===== config.mk =====
export PLATFORM = sky130hd
export DESIGN_NAME = bcu_top
export DESIGN_NICKNAME = d
export VERILOG_FILES = /design/src/inc/bcu_pkg.sv /design/src/inc/bcu_bus_if.sv /design/src/design/bcu_front.sv /design/src/design/bcu_top.sv
export SDC_FILE = /design/constraint.sdc
export NUM_CORES = 1
export LEC_CHECK = 0
export BUFFER_PORTS_ARGS = -buffer_cell sky130_fd_sc_hd__buf_2
export CAP_MARGIN = 10
export CORE_MARGIN = 10
export CORE_UTILIZATION = 40
export CTS_CLUSTER_DIAMETER = 100
export DETAILED_ROUTE_END_ITERATION = 10
export SKIP_CTS_REPAIR_TIMING = 1
export SLEW_MARGIN = 0
export SYNTH_ARGS = -nofsm -noshare
export SYNTH_HDL_FRONTEND = slang
export SYNTH_SLANG_ARGS = --single-unit

===== constraint.sdc =====
create_clock -name core_clk -period 4.9 [get_ports core_clk]
set_input_delay 0.245 -clock core_clk [delete_from_list [all_inputs] [get_ports core_clk]]
set_output_delay 0.245 -clock core_clk [all_outputs]
set_load 0.02 [all_outputs]

===== src/inc/bcu_pkg.sv =====
package bcu_pkg;
    // ------------------------------------------------------------
    // register select and command codes
    // ------------------------------------------------------------
    localparam logic       REG_DATA   = 1'b0;
    localparam logic       REG_CMD    = 1'b1;
    localparam logic [7:0] OP_KEY     = 8'h40;
    localparam logic [7:0] OP_ENC     = 8'h30;
    localparam logic [7:0] OP_DEC     = 8'h20;
    localparam logic [3:0] OP_MODE_HI = 4'h0;
    localparam int         OP_PORT_B  = 7;

    // ------------------------------------------------------------
    // set-mode enable bit positions
    // ------------------------------------------------------------
    localparam int MODE_OAV  = 3;
    localparam int MODE_SRQ  = 2;
    localparam int MODE_DMA  = 1;
    localparam int MODE_CONVERSION_COMPLETE = 0;

    // ------------------------------------------------------------
    // status bit positions
    // ------------------------------------------------------------
    localparam int ST_KPE = 4;
    localparam int ST_CF  = 3;
    localparam int ST_DEC = 2;
    localparam int ST_IBF = 1;
    localparam int ST_OBF = 0;

    // ------------------------------------------------------------
    // reset values and counts
    // ------------------------------------------------------------
    localparam logic [6:0] PORT_RESET  = 7'h7f;
    localparam logic [3:0] MODE_RESET  = 4'h0;
    localparam int         BLK_BYTES   = 8;
    localparam logic [3:0] SYNC_DIV    = 4'hf;
    localparam int         CONV_CYCLES = 16;

    typedef enum logic [2:0] {
        BCU_IDLE = 3'b000,
        BCU_KEY  = 3'b001,
        BCU_CNT  = 3'b010,
        BCU_CONV = 3'b011,
        BCU_DOUT = 3'b100
    } bcu_state_t;
endpackage


===== src/inc/bcu_bus_if.sv =====
`timescale 1ns/100ps
interface bcu_bus_if;
    logic       wr_stb;
    logic       rd_stb;
    logic       rd_act;
    logic       sel;
    logic [7:0] wdata;
    modport front (output wr_stb, rd_stb, rd_act, sel, wdata);
    modport core  (input  wr_stb, rd_stb, rd_act, sel, wdata);
endinterface


===== src/design/bcu_front.sv =====
`timescale 1ns/100ps
module bcu_front (
    input  wire logic       core_clk,
    input  wire logic       srst,
    input  wire logic       cs_n,
    input  wire logic       rd_n,
    input  wire logic       wr_n,
    input  wire logic       register_select,
    input  wire logic       dma_acknowledge_n,
    input  wire logic [7:0] d_in,
    bcu_bus_if.front        bus
);
    logic [12:0] pin_s1;
    logic [12:0] pin_s2;
    logic        act;
    logic        wr_low;
    logic        rd_low;
    logic        wr_q;
    logic        rd_q;

    // ------------------------------------------------------------
    // two-stage pin synchroniser
    // ------------------------------------------------------------
    always_ff @(posedge core_clk) begin
        pin_s1 <= {cs_n, rd_n, wr_n, register_select, dma_acknowledge_n, d_in};
        pin_s2 <= pin_s1;
    end

    // select or dma acknowledge opens the strobes
    assign act    = !pin_s2[12] || !pin_s2[8]; // see RQ24
    assign wr_low = act && !pin_s2[10];
    assign rd_low = act && !pin_s2[11];

    // ------------------------------------------------------------
    // strobe end detection, data and address capture
    // ------------------------------------------------------------
    always_ff @(posedge core_clk) begin
        if (srst) begin
            wr_q       <= 1'b0;
            rd_q       <= 1'b0;
            bus.wr_stb <= 1'b0;
            bus.rd_stb <= 1'b0;
            bus.rd_act <= 1'b0;
            bus.sel    <= bcu_pkg::REG_DATA;
            bus.wdata  <= 8'h00;
        end else begin
            wr_q       <= wr_low;
            rd_q       <= rd_low;
            bus.wr_stb <= wr_q && !wr_low;
            bus.rd_stb <= rd_q && !rd_low;
            bus.rd_act <= rd_low;
            if (wr_low) begin
                bus.wdata <= pin_s2[7:0];
            end
            // dma cycles always reach the data register
            if (wr_low || rd_low) begin
                bus.sel <= pin_s2[8] ? pin_s2[9] : bcu_pkg::REG_DATA; // see RQ1
            end
        end
    end
endmodule


===== src/design/bcu_top.sv =====
`timescale 1ns/100ps
// Functional notes
// RQ1: address line picks data or command/status; nothing happens while deselected.
// RQ2: data bytes are key, block data or dma count by preceding command.
// RQ3: status reads key error, completion, decrypt, input full, output full.
// RQ4: output full set when converted byte waits, cleared by its read.
// RQ5: any host write sets input full; cleared once the byte is taken.
// RQ6: host must not write while input full is one.
// RQ7: decrypt status bit is one in decrypt mode, zero in encrypt.
// RQ8: completion marks block end, key check validity and dma end.
// RQ9: after key entry, parity result reported, qualified by completion.
// RQ10: enter-key takes eight odd-parity bytes into the key store.
// RQ11: encrypt command selects encrypt mode, keeps key and enables.
// RQ12: distinct decrypt command selects decrypt mode, keeps key and enables.
// RQ13: set-mode low nibble enables output available, service, dma, complete.
// RQ14: set-mode with dma bit takes next data byte as block count.
// RQ15: host should enable output available and service along with dma.
// RQ16: top-bit command latches seven bits to user port; resets all ones.
// RQ17: service request, if enabled, shows waiting for input; implies not full.
// RQ18: output available, if enabled, shows waiting output; implies output full.
// RQ19: conversion complete, if enabled, asserts when a block has converted; in dma mode the code asserts it only after the last block is read.
// RQ20: sync output pulses at core clock divided by fifteen.
// RQ21: dma request asks for a cycle; acknowledge answers active low.
// RQ22: reset returns the unit to its initial state.
// RQ23: host writes eight bytes, reads eight back; commands between blocks.
// RQ24: chip select active low gates both strobes.
module bcu_top #(
    parameter int CONV_CYCLES = bcu_pkg::CONV_CYCLES
) (
    input  wire logic       core_clk,
    input  wire logic       srst,
    input  wire logic       cs_n,
    input  wire logic       rd_n,
    input  wire logic       wr_n,
    input  wire logic       register_select,
    input  wire logic       dma_acknowledge_n,
    input  wire logic [7:0] d_in,
    output logic      [7:0] d_out,
    output logic            d_oe,
    output logic            service_request,
    output logic            output_available,
    output logic            conversion_complete,
    output logic            dma_request,
    output logic      [6:0] user_output_port,
    output logic            sync_out
);
    localparam int CW = $clog2(CONV_CYCLES + 1);

    bcu_bus_if bus ();

    bcu_pkg::bcu_state_t state;
    logic [7:0]  in_byte;
    logic        in_cmd;
    logic        input_full;
    logic        output_full;
    logic        completion_flag;
    logic        key_parity_error;
    logic        decrypt_mode_flag;
    logic        conv_done;
    logic [3:0]  mode_en;
    logic        dma_active;
    logic [7:0]  blocks_left;
    logic [2:0]  idx;
    logic [7:0]  key_mem [bcu_pkg::BLK_BYTES];
    logic [7:0]  key_new [bcu_pkg::BLK_BYTES];
    logic [7:0]  blk     [bcu_pkg::BLK_BYTES];
    logic        parity_bad;
    logic        kchk;
    logic [7:0]  out_byte;
    logic [CW-1:0] conv_cnt;
    logic [3:0]  sync_cnt;
    logic        take;
    logic        cmd_take;
    logic        data_take;
    logic        rd_data;
    logic        load_req;
    logic        last_rd;
    logic        dma_fin;
    logic        awaiting;
    logic        next_input_full;
    logic        next_output_full;
    logic        next_conv_done;
    logic [7:0]  status;

    // set-mode commands carry a zero upper nibble
    function automatic logic is_mode(input logic [7:0] b);
        return b[7:4] == bcu_pkg::OP_MODE_HI;
    endfunction

    // stand-in for the omitted cipher core, reversible per byte
    function automatic logic [7:0] convert(input logic [7:0] d, input logic [7:0] k);
        return d ^ k;
    endfunction

    // ------------------------------------------------------------
    // host bus front end
    // ------------------------------------------------------------
    bcu_front u_front (
        .core_clk          (core_clk),
        .srst              (srst),
        .cs_n              (cs_n),
        .rd_n              (rd_n),
        .wr_n              (wr_n),
        .register_select   (register_select),
        .dma_acknowledge_n (dma_acknowledge_n),
        .d_in              (d_in),
        .bus               (bus.front)
    );

    // ------------------------------------------------------------
    // decode of accepted bytes and handshake terms
    // ------------------------------------------------------------
    assign take      = input_full && state != bcu_pkg::BCU_CONV;
    assign cmd_take  = take && in_cmd;
    assign data_take = take && !in_cmd;
    assign rd_data   = bus.rd_stb && bus.sel == bcu_pkg::REG_DATA;
    assign load_req  = state == bcu_pkg::BCU_DOUT && !output_full;
    assign last_rd   = state == bcu_pkg::BCU_DOUT && rd_data && output_full && idx == 3'd7;
    assign dma_fin   = last_rd && dma_active && blocks_left == 8'h01;
    assign awaiting  = state inside {bcu_pkg::BCU_IDLE, bcu_pkg::BCU_KEY, bcu_pkg::BCU_CNT};

    // write sets input full ahead of the take clearing it
    assign next_input_full  = bus.wr_stb ? 1'b1 : (take ? 1'b0 : input_full); // see RQ5
    assign next_output_full = load_req ? 1'b1 : (rd_data ? 1'b0 : output_full); // see RQ4
    assign next_conv_done   = ((load_req && idx == 3'd0 && !dma_active) || dma_fin) ? 1'b1 :
                              (((rd_data && !dma_active) || bus.wr_stb) ? 1'b0 : conv_done);

    // status byte, upper bits read zero
    always_comb begin
        status                 = 8'h00;
        status[bcu_pkg::ST_KPE] = key_parity_error;
        status[bcu_pkg::ST_CF]  = completion_flag;
        status[bcu_pkg::ST_DEC] = decrypt_mode_flag;
        status[bcu_pkg::ST_IBF] = input_full;
        status[bcu_pkg::ST_OBF] = output_full; // see RQ3
    end

    // ------------------------------------------------------------
    // input holding register and full flag
    // ------------------------------------------------------------
    always_ff @(posedge core_clk) begin
        if (srst) begin
            input_full <= 1'b0;
            in_byte    <= 8'h00;
            in_cmd     <= 1'b0;
        end else begin
            input_full <= next_input_full;
            if (bus.wr_stb) begin
                in_byte <= bus.wdata;
                in_cmd  <= bus.sel;
            end
        end
    end

    // ------------------------------------------------------------
    // output buffer and its full flag
    // ------------------------------------------------------------
    always_ff @(posedge core_clk) begin
        if (srst) begin
            output_full <= 1'b0;
            out_byte    <= 8'h00;
            conv_done   <= 1'b0;
        end else begin
            output_full <= next_output_full;
            conv_done   <= next_conv_done; // see RQ19
            if (load_req) begin
                out_byte <= convert(blk[idx], key_mem[idx]);
            end
        end
    end

    // ------------------------------------------------------------
    // mode, enables and user port
    // ------------------------------------------------------------
    always_ff @(posedge core_clk) begin
        if (srst) begin // see RQ22
            mode_en           <= bcu_pkg::MODE_RESET;
            decrypt_mode_flag <= 1'b0;
            user_output_port  <= bcu_pkg::PORT_RESET;
        end else if (cmd_take) begin
            if (in_byte[bcu_pkg::OP_PORT_B]) begin
                user_output_port <= in_byte[6:0]; // see RQ16
            end else if (in_byte == bcu_pkg::OP_ENC) begin
                decrypt_mode_flag <= 1'b0; // see RQ11
            end else if (in_byte == bcu_pkg::OP_DEC) begin
                decrypt_mode_flag <= 1'b1; // see RQ12 see RQ7
            end else if (is_mode(in_byte)) begin
                mode_en <= in_byte[3:0]; // see RQ13
            end
        end
    end

    // ------------------------------------------------------------
    // sequencer: key entry, block input, conversion, readout
    // ------------------------------------------------------------
    always_ff @(posedge core_clk) begin
        if (srst) begin
            state            <= bcu_pkg::BCU_IDLE;
            idx              <= 3'd0;
            completion_flag  <= 1'b0;
            key_parity_error <= 1'b0;
            parity_bad       <= 1'b0;
            kchk             <= 1'b0;
            conv_cnt         <= '0;
            dma_active       <= 1'b0;
            blocks_left      <= 8'h00;
        end else begin
            kchk <= 1'b0;
            // key result valid one cycle after completion rises
            if (kchk) begin
                key_parity_error <= parity_bad; // see RQ9
                completion_flag  <= 1'b0; // see RQ8
            end
            if (cmd_take && !in_byte[bcu_pkg::OP_PORT_B]) begin
                idx             <= 3'd0;
                completion_flag <= 1'b0;
                state           <= bcu_pkg::BCU_IDLE;
                if (in_byte == bcu_pkg::OP_KEY) begin
                    state      <= bcu_pkg::BCU_KEY;
                    parity_bad <= 1'b0;
                end else if (is_mode(in_byte) && in_byte[bcu_pkg::MODE_DMA]) begin
                    state <= bcu_pkg::BCU_CNT;
                end
            end else if (data_take && state != bcu_pkg::BCU_DOUT) begin // see RQ2
                unique case (state)
                    bcu_pkg::BCU_KEY: begin
                        key_new[idx] <= in_byte; // see RQ10
                        if (!(^in_byte)) begin
                            parity_bad <= 1'b1;
                        end
                        idx <= idx + 3'd1;
                        if (idx == 3'd7) begin
                            completion_flag <= 1'b1;
                            kchk            <= 1'b1;
                            state           <= bcu_pkg::BCU_IDLE;
                        end
                    end
                    bcu_pkg::BCU_CNT: begin
                        blocks_left <= in_byte; // see RQ14
                        dma_active  <= in_byte != 8'h00;
                        state       <= bcu_pkg::BCU_IDLE;
                    end
                    bcu_pkg::BCU_IDLE: begin
                        blk[idx] <= in_byte; // see RQ23
                        idx      <= idx + 3'd1;
                        if (idx == 3'd0) begin
                            completion_flag <= 1'b0;
                        end
                        if (idx == 3'd7) begin
                            completion_flag <= 1'b1;
                            conv_cnt        <= '0;
                            state           <= bcu_pkg::BCU_CONV;
                        end
                    end
                    default: begin
                        // bytes written during readout are dropped
                    end
                endcase
            end else if (state == bcu_pkg::BCU_CONV) begin
                conv_cnt <= conv_cnt + CW'(1);
                if (conv_cnt == CW'(CONV_CYCLES - 1)) begin
                    idx   <= 3'd0;
                    state <= bcu_pkg::BCU_DOUT;
                end
            end else if (state == bcu_pkg::BCU_DOUT && rd_data && output_full) begin
                idx <= idx + 3'd1;
                if (last_rd) begin
                    state           <= bcu_pkg::BCU_IDLE;
                    completion_flag <= 1'b0;
                    if (dma_active) begin
                        blocks_left <= blocks_left - 8'h01;
                        if (dma_fin) begin
                            dma_active      <= 1'b0;
                            completion_flag <= 1'b1; // see RQ8
                        end
                    end
                end
            end
        end
    end

    // commit the new key only when every byte had odd parity
    always_ff @(posedge core_clk) begin
        if (kchk && !parity_bad) begin
            key_mem <= key_new; // see RQ10
        end
    end

    // ------------------------------------------------------------
    // host read data and request outputs
    // ------------------------------------------------------------
    always_ff @(posedge core_clk) begin
        if (srst) begin
            d_out               <= 8'h00;
            d_oe                <= 1'b0;
            service_request     <= 1'b0;
            output_available    <= 1'b0;
            conversion_complete <= 1'b0;
            dma_request         <= 1'b0;
        end else begin
            d_oe                <= bus.rd_act; // see RQ24
            d_out               <= bus.sel ? status : out_byte; // see RQ1
            service_request     <= mode_en[bcu_pkg::MODE_SRQ] && awaiting && !next_input_full; // see RQ17
            output_available    <= mode_en[bcu_pkg::MODE_OAV] && next_output_full; // see RQ18
            conversion_complete <= mode_en[bcu_pkg::MODE_CONVERSION_COMPLETE] && next_conv_done;
            dma_request         <= dma_active && mode_en[bcu_pkg::MODE_DMA] &&
                                   ((awaiting && !next_input_full) || next_output_full); // see RQ21
        end
    end

    // ------------------------------------------------------------
    // sync strobe divider
    // ------------------------------------------------------------
    always_ff @(posedge core_clk) begin
        if (srst) begin
            sync_cnt <= 4'h0;
            sync_out <= 1'b0;
        end else begin
            sync_cnt <= (sync_cnt == bcu_pkg::SYNC_DIV - 4'h1) ? 4'h0 : sync_cnt + 4'h1;
            sync_out <= sync_cnt == bcu_pkg::SYNC_DIV - 4'h1; // see RQ20
        end
    end
endmodule


## Yosys cells after proc, flatten, opt, wreduce, memory -nomap -nowiden

Memories as Yosys holds them, arrays and structs flattened. A register that Yosys moved wholly into a read port is not among the register bits.
Cells that the tools add are included.

- Register bits: 241
- Bits in latches: 0
- Memory bits (writable): 64
- Bits in read-only memories: 0
- Bits of input ports: 15
- Output and inout bits: 21
- Word-level logic and storage cells: 243
- Memories: 1

- $add $sub $neg: 4
- Multiply operators: 0
- Divide/modulo/power cells: 0
- $lt $le $gt $ge: 2
- Eq/ne operators: 25
- Shift-type cells: 0
- Multiplexer cells: 73
- Bitwise logic cells: 10
- Reduce and logical (&&, ||, !) cells: 77

Memories:

| name | depth | bits a word | read ports | clocked after Yosys merged registers in | wr ports | RTL line | text |
|---|---|---|---|---|---|---|---|
| blk | 8 | 8 | 1 | 1 | 1 | bcu_top.sv:66 | `logic [7:0] blk [bcu_pkg::BLK_BYTES];` |

Operators by type and width:

| kind | number |
|---|---|
| 8-bit two-way mux | 9 |
| 64-bit bitwise mux | 1 |
| 3-bit two-way mux | 15 |
| 1-bit two-way mux | 37 |
| 1-bit logical AND | 29 |
| 5-bit two-way mux | 5 |
| 8-bit binary-select mux with 3-bit select | 1 |
| 8-bit demux with 3-bit select | 1 |
| 8-bit by 6-bit equality test with 1-bit output (second input constant) | 2 |
| 2-bit nonzero test | 7 |
| 1-bit zero test | 12 |
| 4-bit by 3-bit inequality test with 1-bit output (second input constant) | 3 |
| 4-bit AND reduction | 3 |
| 6-bit AND reduction | 2 |
| 2-bit inequality test (second input constant) | 5 |
| 5-bit AND reduction | 2 |
| 3-bit case mux with 3 select lines | 1 |
| 8-bit by 1-bit equality test with 1-bit output (second input constant) | 1 |
| 8-bit by 7-bit equality test with 1-bit output (second input constant) | 1 |
| 1-bit NOT | 8 |
| 4-bit nonzero test | 2 |
| 8-bit nonzero test | 1 |
| 2-bit OR reduction | 4 |
| 8-bit parity | 1 |
| 26 further kinds | 38 |

## Logic depth before layout (Yosys ltp)

Gate-level depths: netlist of run 1.

- Depth in word-level cells: 13
- Mapped depth: 10
- Gate-level depth less buffers: 8

## Hierarchy

From an unflattened synthesis of run 1, not the netlist that was laid out.

- Cells, all modules: 785
- Area, all modules: 11,547.3 sq um

By module, submodules not included:

| module | instances | cells an instance | area an instance (sq um) | seq. area each (sq um) |
|---|---|---|---|---|
| bcu_top | 1 | 708 | 10,483.8 | 7,307.0 |
| bcu_front | 1 | 77 | 1,063.5 | 780.7 |

## Worst setup path before layout of run 1

OpenSTA, ideal clock, no wires.

- Path kind: reg-to-reg
- From: reg kchk
- To: reg key_mem[0] (netlist name) (enable)
- Setup time: 494 ps
- Arrival: 3,225 ps
- Slack: 1,182 ps
- Cell stages (with the launch flop): 2
- Buffers on the path: 0
- Clock period less this slack: 3,718 ps
- Cell sequence: dfxtp_1 nor2b_1

- Longest elaborated chain between the ends: 1

RTL lines:

| item | RTL line | text |
|---|---|---|
| start, declared | bcu_top.sv:68 | `logic kchk;` |
| start signal, assigned | bcu_top.sv:203 | `kchk <= 1'b0;` |
| start signal, assigned | bcu_top.sv:208 | `kchk <= 1'b0;` |
| start signal, assigned | bcu_top.sv:234 | `kchk <= 1'b1;` |
| 1-bit logical AND | bcu_top.sv:284 | `if (kchk && !parity_bad) begin` |
| end signal, assigned | bcu_top.sv:285 | `key_mem <= key_new;` |
| end, declared | bcu_top.sv:64 | `logic [7:0] key_mem [bcu_pkg::BLK_BYTES];` |

Every way passes these cells.
A chain may end at the register's enable or synchronous reset.

## Final worst setup path of run 1

- From: reg state[1]
- To: reg key_new[61] (netlist name) (enable)

- Longest elaborated chain between the ends: 6
- Elaborated cells on any way between the ends: 10
- Classes of those cells: eq/ne (3); bitwise (1); reduce/logical (6)

RTL lines:

| item | RTL line | text |
|---|---|---|
| start, declared | bcu_top.sv:51 | `bcu_pkg::bcu_state_t state;` |
| start signal, assigned | bcu_top.sv:198 | `state <= bcu_pkg::BCU_IDLE;` |
| start signal, assigned | bcu_top.sv:217 | `state <= bcu_pkg::BCU_IDLE;` |
| start signal, assigned | bcu_top.sv:219 | `state <= bcu_pkg::BCU_KEY;` |
| 3-bit by 2-bit inequality test with 1-bit output | bcu_top.sv:113 | `assign take = input_full && state != bcu_pkg::BCU_CONV;` |
| 1-bit logical AND | bcu_top.sv:113 |  |
| 1-bit logical AND | bcu_top.sv:114 | `assign cmd_take = take && in_cmd;` |
| 1-bit logical AND | bcu_top.sv:214 | `if (cmd_take && !in_byte[bcu_pkg::OP_PORT_B]) begin` |
| 1-bit NOT (no source line) | - |  |
| 4-bit AND reduction (no source line) (*) | - |  |
| end signal, assigned by index | bcu_top.sv:227 | `key_new[idx] <= in_byte;` |
| end, declared | bcu_top.sv:65 | `logic [7:0] key_new [bcu_pkg::BLK_BYTES];` |

Mark *: on every way between the ends. The rest lies on a longest branch, timed or not.

==> results of run 1 <==
[routing by layer]
metal	vias up	track usage (%)
li1	3110	-
met1	3256	18.5
met2	161	20.6
met3	34	1.92
met4	0	4.09
met5	-	0
[synthesized netlist by cell type (5+ instances only)]
library cell  instances
edfxtp_1            192
dfxtp_1             116
nor2_1               72
nand2_1              50
a21oi_1              39
mux2i_1              34
inv_1                20
clkbuf_1             16
ha_1                 16
mux4_1               16
mux2_2               15
nand3_1              15
nor3_1               12
o21ai_0              12
buf_2                11
a211oi_1             10
o211ai_1              9
nand2b_1              7
xor2_1                7
a22oi_1               6
and2_1                6
and3_1                6
mux4_2                6
nand4_1               6
o32ai_1               6
a221oi_1              5
a31oi_1               5
buf_4                 5
nor2b_1               5
o22ai_1               5
[metrics by stage]
stage / setup WS [ps] / total power [uW] / utilization (%)
6_report: 1760 / 5180 / 46.4
5_1_grt: 1520 / 5340 / 46.4
4_1_cts: 1810 / 5230 / 45.9
3_5_place_dp: 1820 / 2890 / 42.4
3_3_place_gp: 1950 / 2880 / 42.4
2_1_floorplan: 1180 / 2860 / -
[worst max-delay path, stage by stage, from the launching register on]
cell     delay [ps]
dfxtp_1         640
and3b_1         610
nor3_4          130
nor2_1          240
nand3_1         230
nor3_1          900
[power breakdown]
| group | internal [uW] | switching [uW] | leakage (uW) |
|---|---|---|---|
| Sequential | 2750 | 15.3 | 0.00271 |
| Combinational | 32.2 | 44.8 | 0.00133 |
| Clock | 1380 | 952 | 0.000489 |
[sequential cells by signal, summed over array words and instances (netlist names), 3 cells and up, named ones only]
register           flops
key_new               64
d_out                  8
sync_cnt               4
u_front.pin_s2        13
state                  3
blk                   64
key_mem               64
user_output_port       7
u_front.pin_s1        13
idx                    3
u_front.bus.wdata      8
blocks_left            8
out_byte               8
mode_en                4
conv_cnt               5
in_byte                8
[kinds of logic after synthesis]
family | count (synthesis) | share of synthesized area (%)
AO/OA/AOI/OAI | 119 | 6.95
XOR/XNOR | 11 | 0.831
adder cells (fa/ha/maj) | 16 | 1.73
buffers and inverters | 60 | 2.49
flip-flops | 308 | 69.8
multiplexers | 71 | 9.19
AND/OR/NAND/NOR | 210 | 9.03
[placed cells by master, fill, tap and decap left out, types with 7 or more instances in the layout]
master and instances:
nand2b_1 7, xor2_1 7, inv_1 20, a211oi_1 10, dlygate4sd3_1 13, ha_1 16
mux2i_1 34, mux4_1 16, nor2_1 72, nand2_1 50, buf_4 11, clkbuf_16 31
a21oi_1 39, mux2_2 15, dfxtp_1 116, nand3_1 15, o211ai_1 9, o21ai_0 12
buf_2 36, nor3_1 12, edfxtp_1 192
[final cells by class]
class	instances	area share (%)
Clock buffer	38	6.11
Clock inverter	20	1.55
Inverter	22	0.622
Multi-Input combinational cell	427	24.2
Sequential cell	308	60.9
Tap cell	384	3.62
Timing Repair Buffer	60	2.96
[worst max-delay path by stage]
stage,end,slack (ps),start
after floorplan,key_mem[0],1180,kchk
after global placement,key_new[62],1950,state[1]
after detailed placement,key_new[63],1820,state[1]
after CTS,key_new[58],1810,state[1]
after global routing,key_new[43],1520,state[1]
final,key_new[61],1760,state[1]
==> flow_metrics.env, run 1 <==
export IMPL_run_status="finished, final reports clean"
export IMPL_fin_crit_ps=3140
export IMPL_groute_usage_overall_pct=13.1
export IMPL_timing_worst_slew_pin_value_ps=1110
export IMPL_grt_start_max_net_pins=71
export IMPL_flip_flop_cell_with_the_highest_count_after_synthesis="edfxtp_1"
export IMPL_chipWidth_um=190
export IMPL_area_growth_syn_to_layout_pct=14.6
export IMPL_required_ps=5060
export IMPL_cap_viol_max_count=0
export IMPL_routed_wl_um=24600
export IMPL_first_pass_drt_iterations=5
export IMPL_routabilityCongestion=0.872
export IMPL_worst_ir_drop_vdd_mv=0.237
export IMPL_hold_violations=0
export IMPL_final_worst_path_period_share_pct=64.1
export IMPL_first_pass_grt_wire_length_um=37400
export IMPL_r2r_start="state[1]"
export IMPL_cp_max_fo=15
export IMPL_met3RoutedLength_um=1370
export IMPL_edff_count_synth=192
export IMPL_worst_slew_margin_rel_pct=25.4
export IMPL_worstSetupPathType="reg -> reg"
export IMPL_multiInputGateArea_sq_mm=0.00322
export IMPL_ys_warnings_count=0
export IMPL_fin_cells=1259
export IMPL_drt_vias_per_instance=5.21
export IMPL_min_delay_path_class="reg -> reg"
export IMPL_whs_endpoint="u_front.pin_s2[8]"
export IMPL_clkSinkCount=308
export IMPL_io_buffer_count=35
export IMPL_timing_critical_path_to_type="flop"
export IMPL_hold_ws_ps=325
export IMPL_syn_avg_cell_area_sq_um=14.6
export IMPL_die_y_um=190
export IMPL_postSynthCellCount=795
export IMPL_clk_path_buf_depth=3
export IMPL_grt_pass1_vias=6439
export IMPL_synth_area_leader_cell="edfxtp_1"
export IMPL_root_buffer="clkbuf_16"
export IMPL_setup_total_negative_slack_ps=0
export IMPL_core_region_area_sq_mm=0.0286
export IMPL_asyncSetResetFlopFracSynth_pct=0
export IMPL_arrival_ps=3300
export IMPL_ys_seq_elements=308
export IMPL_syn_cell_area_sq_mm=0.0116
export IMPL_ff2ff_setup_slack_ps=1760
export IMPL_static_leakage_power_uw=0.00452
export IMPL_cts_buffer_count=31
export IMPL_drtIter0Drc=458
export IMPL_via_count=6561
export IMPL_antenna_cell_count=0
export IMPL_pin_count=36
export IMPL_synth_top_area_share_pct=49.7
export IMPL_dr_max_layer_used="met4"
export IMPL_synthDistinctLibCells=66
export IMPL_routed_wl_met2_um=11300
export IMPL_num_nets_final=881
export IMPL_register_clock_pin_slew_on_the_reported_worst_setup_and_hold_paths_ps=60
export IMPL_setup_viol=0
export IMPL_initial_antenna_violation_count=0
export IMPL_remaining_drc_errors=0
export IMPL_drive_above_1_share_pct=14.6
export IMPL_cts_htree_levels=1
export IMPL_overflow_left_after_global_routing=0
export IMPL_worstReg2RegEnd="key_new[61]"
export IMPL_placement_rows=62
export IMPL_die_area_sq_mm=0.0362
export IMPL_slew_violations=0
export IMPL_timing_hold_worst_path_depth=0
export IMPL_dpl_cell_count=1187
export IMPL_placed_wire_length_estimate_after_detailed_placement_um=15400
export IMPL_yosys_top_cells_area="edfxtp_1 50%, dfxtp_1 20%, mux4_1 3.6%, mux2i_1 2.9%, nor2_1 2.3%"
export IMPL_mappedNetlistNets=826
export IMPL_seq_area_sq_mm=0.00809
export IMPL_route_detailed_wl_per_inst_um=19.6
export IMPL_cts_tree="yes"
export IMPL_clkLatencyLatePin_ps=550
export IMPL_timing_reg2reg_worst_path_depth=5
export IMPL_yosysSeqAreaShare_pct=69.8
export IMPL_antenna_left=0
export IMPL_critPathLaunchType="flop"
export IMPL_rsz0062_at_grt="no"
export IMPL_power_density_mw_per_mm2=390
export IMPL_final_setup_skew_ps=13.2
export IMPL_timing_hold_worst_start="u_front.pin_s1[8]"
export IMPL_max_freq_mhz=318
export IMPL_stdcell_area_sq_mm=0.0133
export IMPL_route_layer_met1_wl_um=11400
export IMPL_dpl_cell_area_sq_mm=0.0121
export IMPL_floorplan_initialDensity_pct=40.5
export IMPL_filler_cell_count=2509
Note: power is estimated with default switching activity, not from simulation.
==> run 2, diff against run 1 <==
==> constraint.sdc (replaced) <==
create_clock -name core_clk -period 3.25 [get_ports core_clk]
set_input_delay 0.1625 -clock core_clk [delete_from_list [all_inputs] [get_ports core_clk]]
set_output_delay 0.1625 -clock core_clk [all_outputs]
set_load 0.02 [all_outputs]
==> flow_metrics.env, run 2 (synthesized netlist as in run 1, its figures left out) <==
export IMPL_floorplan_initialDensity_pct=40.5
export IMPL_worstReg2RegEnd="blk[1][2]"
export IMPL_worst_slew_margin_rel_pct=42.6
export IMPL_fin_crit_ps=2580
export IMPL_first_pass_grt_wire_length_um=38300
export IMPL_route_detailed_wl_per_inst_um=19.2
export IMPL_power_density_mw_per_mm2=575
export IMPL_arrival_ps=2760
export IMPL_clkLatencyLatePin_ps=550
export IMPL_register_clock_pin_slew_on_the_reported_worst_setup_and_hold_paths_ps=60
export IMPL_worst_ir_drop_vdd_mv=0.365
export IMPL_cts_tree="yes"
export IMPL_route_layer_met1_wl_um=11500
export IMPL_placed_wire_length_estimate_after_detailed_placement_um=15800
export IMPL_cp_max_fo=15
export IMPL_setup_viol=0
export IMPL_hold_violations=0
export IMPL_placement_rows=62
export IMPL_root_buffer="clkbuf_16"
export IMPL_remaining_drc_errors=0
export IMPL_overflow_left_after_global_routing=0
export IMPL_whs_endpoint="conv_cnt[4]"
export IMPL_stdcell_area_sq_mm=0.0134
export IMPL_reg_largest_list="blk: 64 flops, key_mem: 64 flops, key_new: 64 flops"
export IMPL_r2r_start="state[1]"
export IMPL_dr_max_layer_used="met4"
export IMPL_critPathLaunchType="flop"
export IMPL_final_worst_path_period_share_pct=79.4
export IMPL_run_status="finished, final reports clean"
export IMPL_static_leakage_power_uw=0.00460
export IMPL_initial_antenna_violation_count=0
export IMPL_dpl_cell_area_sq_mm=0.0123
export IMPL_max_freq_mhz=388
export IMPL_cts_buffer_count=30
export IMPL_clk_path_buf_depth=3
export IMPL_via_count=6564
export IMPL_drt_vias_per_instance=5.18
export IMPL_die_area_sq_mm=0.0362
export IMPL_core_region_area_sq_mm=0.0286
export IMPL_final_setup_skew_ps=20.7
export IMPL_most_common_library_cell_in_the_layout_ignoring_fill_and_taps="edfxtp_1"
export IMPL_clkSinkCount=308
export IMPL_area_growth_syn_to_layout_pct=15.2
export IMPL_required_ps=3430
export IMPL_slew_violations=0
export IMPL_setup_total_negative_slack_ps=0
export IMPL_worstSetupPathType="reg -> reg"
export IMPL_chipWidth_um=190
export IMPL_ff2ff_setup_slack_ps=670
export IMPL_grt_pass1_vias=6498
export IMPL_routed_wl_met2_um=11300
export IMPL_rsz0062_at_grt="no"
export IMPL_drtIter0Drc=608
export IMPL_die_y_um=190
export IMPL_timing_worst_slew_pin_value_ps=861
export IMPL_groute_usage_overall_pct=13.4
export IMPL_drive_above_1_share_pct=15.6
export IMPL_io_buffer_count=35
export IMPL_first_pass_drt_iterations=5
export IMPL_min_delay_path_class="in -> reg"
export IMPL_routabilityCongestion=0.860
export IMPL_final_cell_mix="192 x edfxtp_1, 116 x dfxtp_1, 72 x nor2_1"
export IMPL_cts_htree_levels=1
export IMPL_timing_critical_path_to_type="flop"
export IMPL_routed_wl_um=24400
export IMPL_antenna_left=0
export IMPL_timing_hold_worst_path_depth=2
export IMPL_timing_reg2reg_worst_path_depth=4
export IMPL_met3RoutedLength_um=1180
export IMPL_timing_hold_worst_start="srst"
export IMPL_pin_count=36
export IMPL_cap_viol_max_count=0
export IMPL_grt_start_max_net_pins=65
export IMPL_num_nets_final=895
export IMPL_antenna_cell_count=0
[run 2: cell count changes in the layout (fill, tap and decap cells not counted), moves of 2 or more]
cell and change:
clkinvlp_2 -2, inv_4 +2, clkinv_2 -3, clkinvlp_4 -2, buf_4 +15
[run 2: metal layers]
layer  vias up  GRT usage, %
li1       3136             -
met1      3228          19.1
met2       161          21.1
met3        39          2.05
met4         0          3.00
met5         -             0
[run 2: worst max path at each step]
| stage | from | to | slack [ps] | depth (start not counted) |
|---|---|---|---|---|
| floorplan | kchk | key_mem[0] | 750 | 1 |
| global placement | state[1] | blk[7][4] | 750 | 4 |
| detailed placement | state[1] | blk[3][0] | 670 | 4 |
| CTS | state[1] | blk[3][3] | 670 | 4 |
| global route | state[1] | blk[3][3] | 430 | 4 |
| finish | state[1] | blk[1][2] | 670 | 4 |
[run 2: per-stage QoR]
| stage | hold WS [ps] | utilization, % | setup WS, ps | instances | power [uW] |
|---|---|---|---|---|---|
| 2_1_floorplan | 190 | - | 749 | 795 | 4310 |
| 3_3_place_gp | 264 | 42.8 | 747 | 1203 | 4350 |
| 3_5_place_dp | 267 | 42.8 | 671 | 1203 | 4350 |
| 4_1_cts | -317 | 46.2 | 669 | 1255 | 7740 |
| 5_1_grt | 108 | 46.7 | 428 | 1268 | 7940 |
| 6_report | 78.3 | 46.7 | 670 | 1268 | 7680 |
[run 2: where the power goes]
group          switching (uW)  internal, uW  leakage [uW]
combinational            70.3          50.7       0.00141
clock                    1400          1990      0.000478
sequential               19.0          4140       0.00271
total                    1490          6190       0.00460
[run 2: worst max-delay path, stage by stage, from the launching register on]
cell,delay [ps]
dfxtp_1,460
nor2_1,530
and3_1,420
nand3_1,200
nor2_1,590
[run 2: final cells by class]
cell class / count / area (sq um)
sequential: 308 / 8090
clock inverter: 14 / 149
timing repair buffer: 75 / 520
fill: 2496 / 15300
inverter: 22 / 82.6
clock buffer: 38 / 813
tap: 384 / 480
multi-input combinational: 427 / 3220
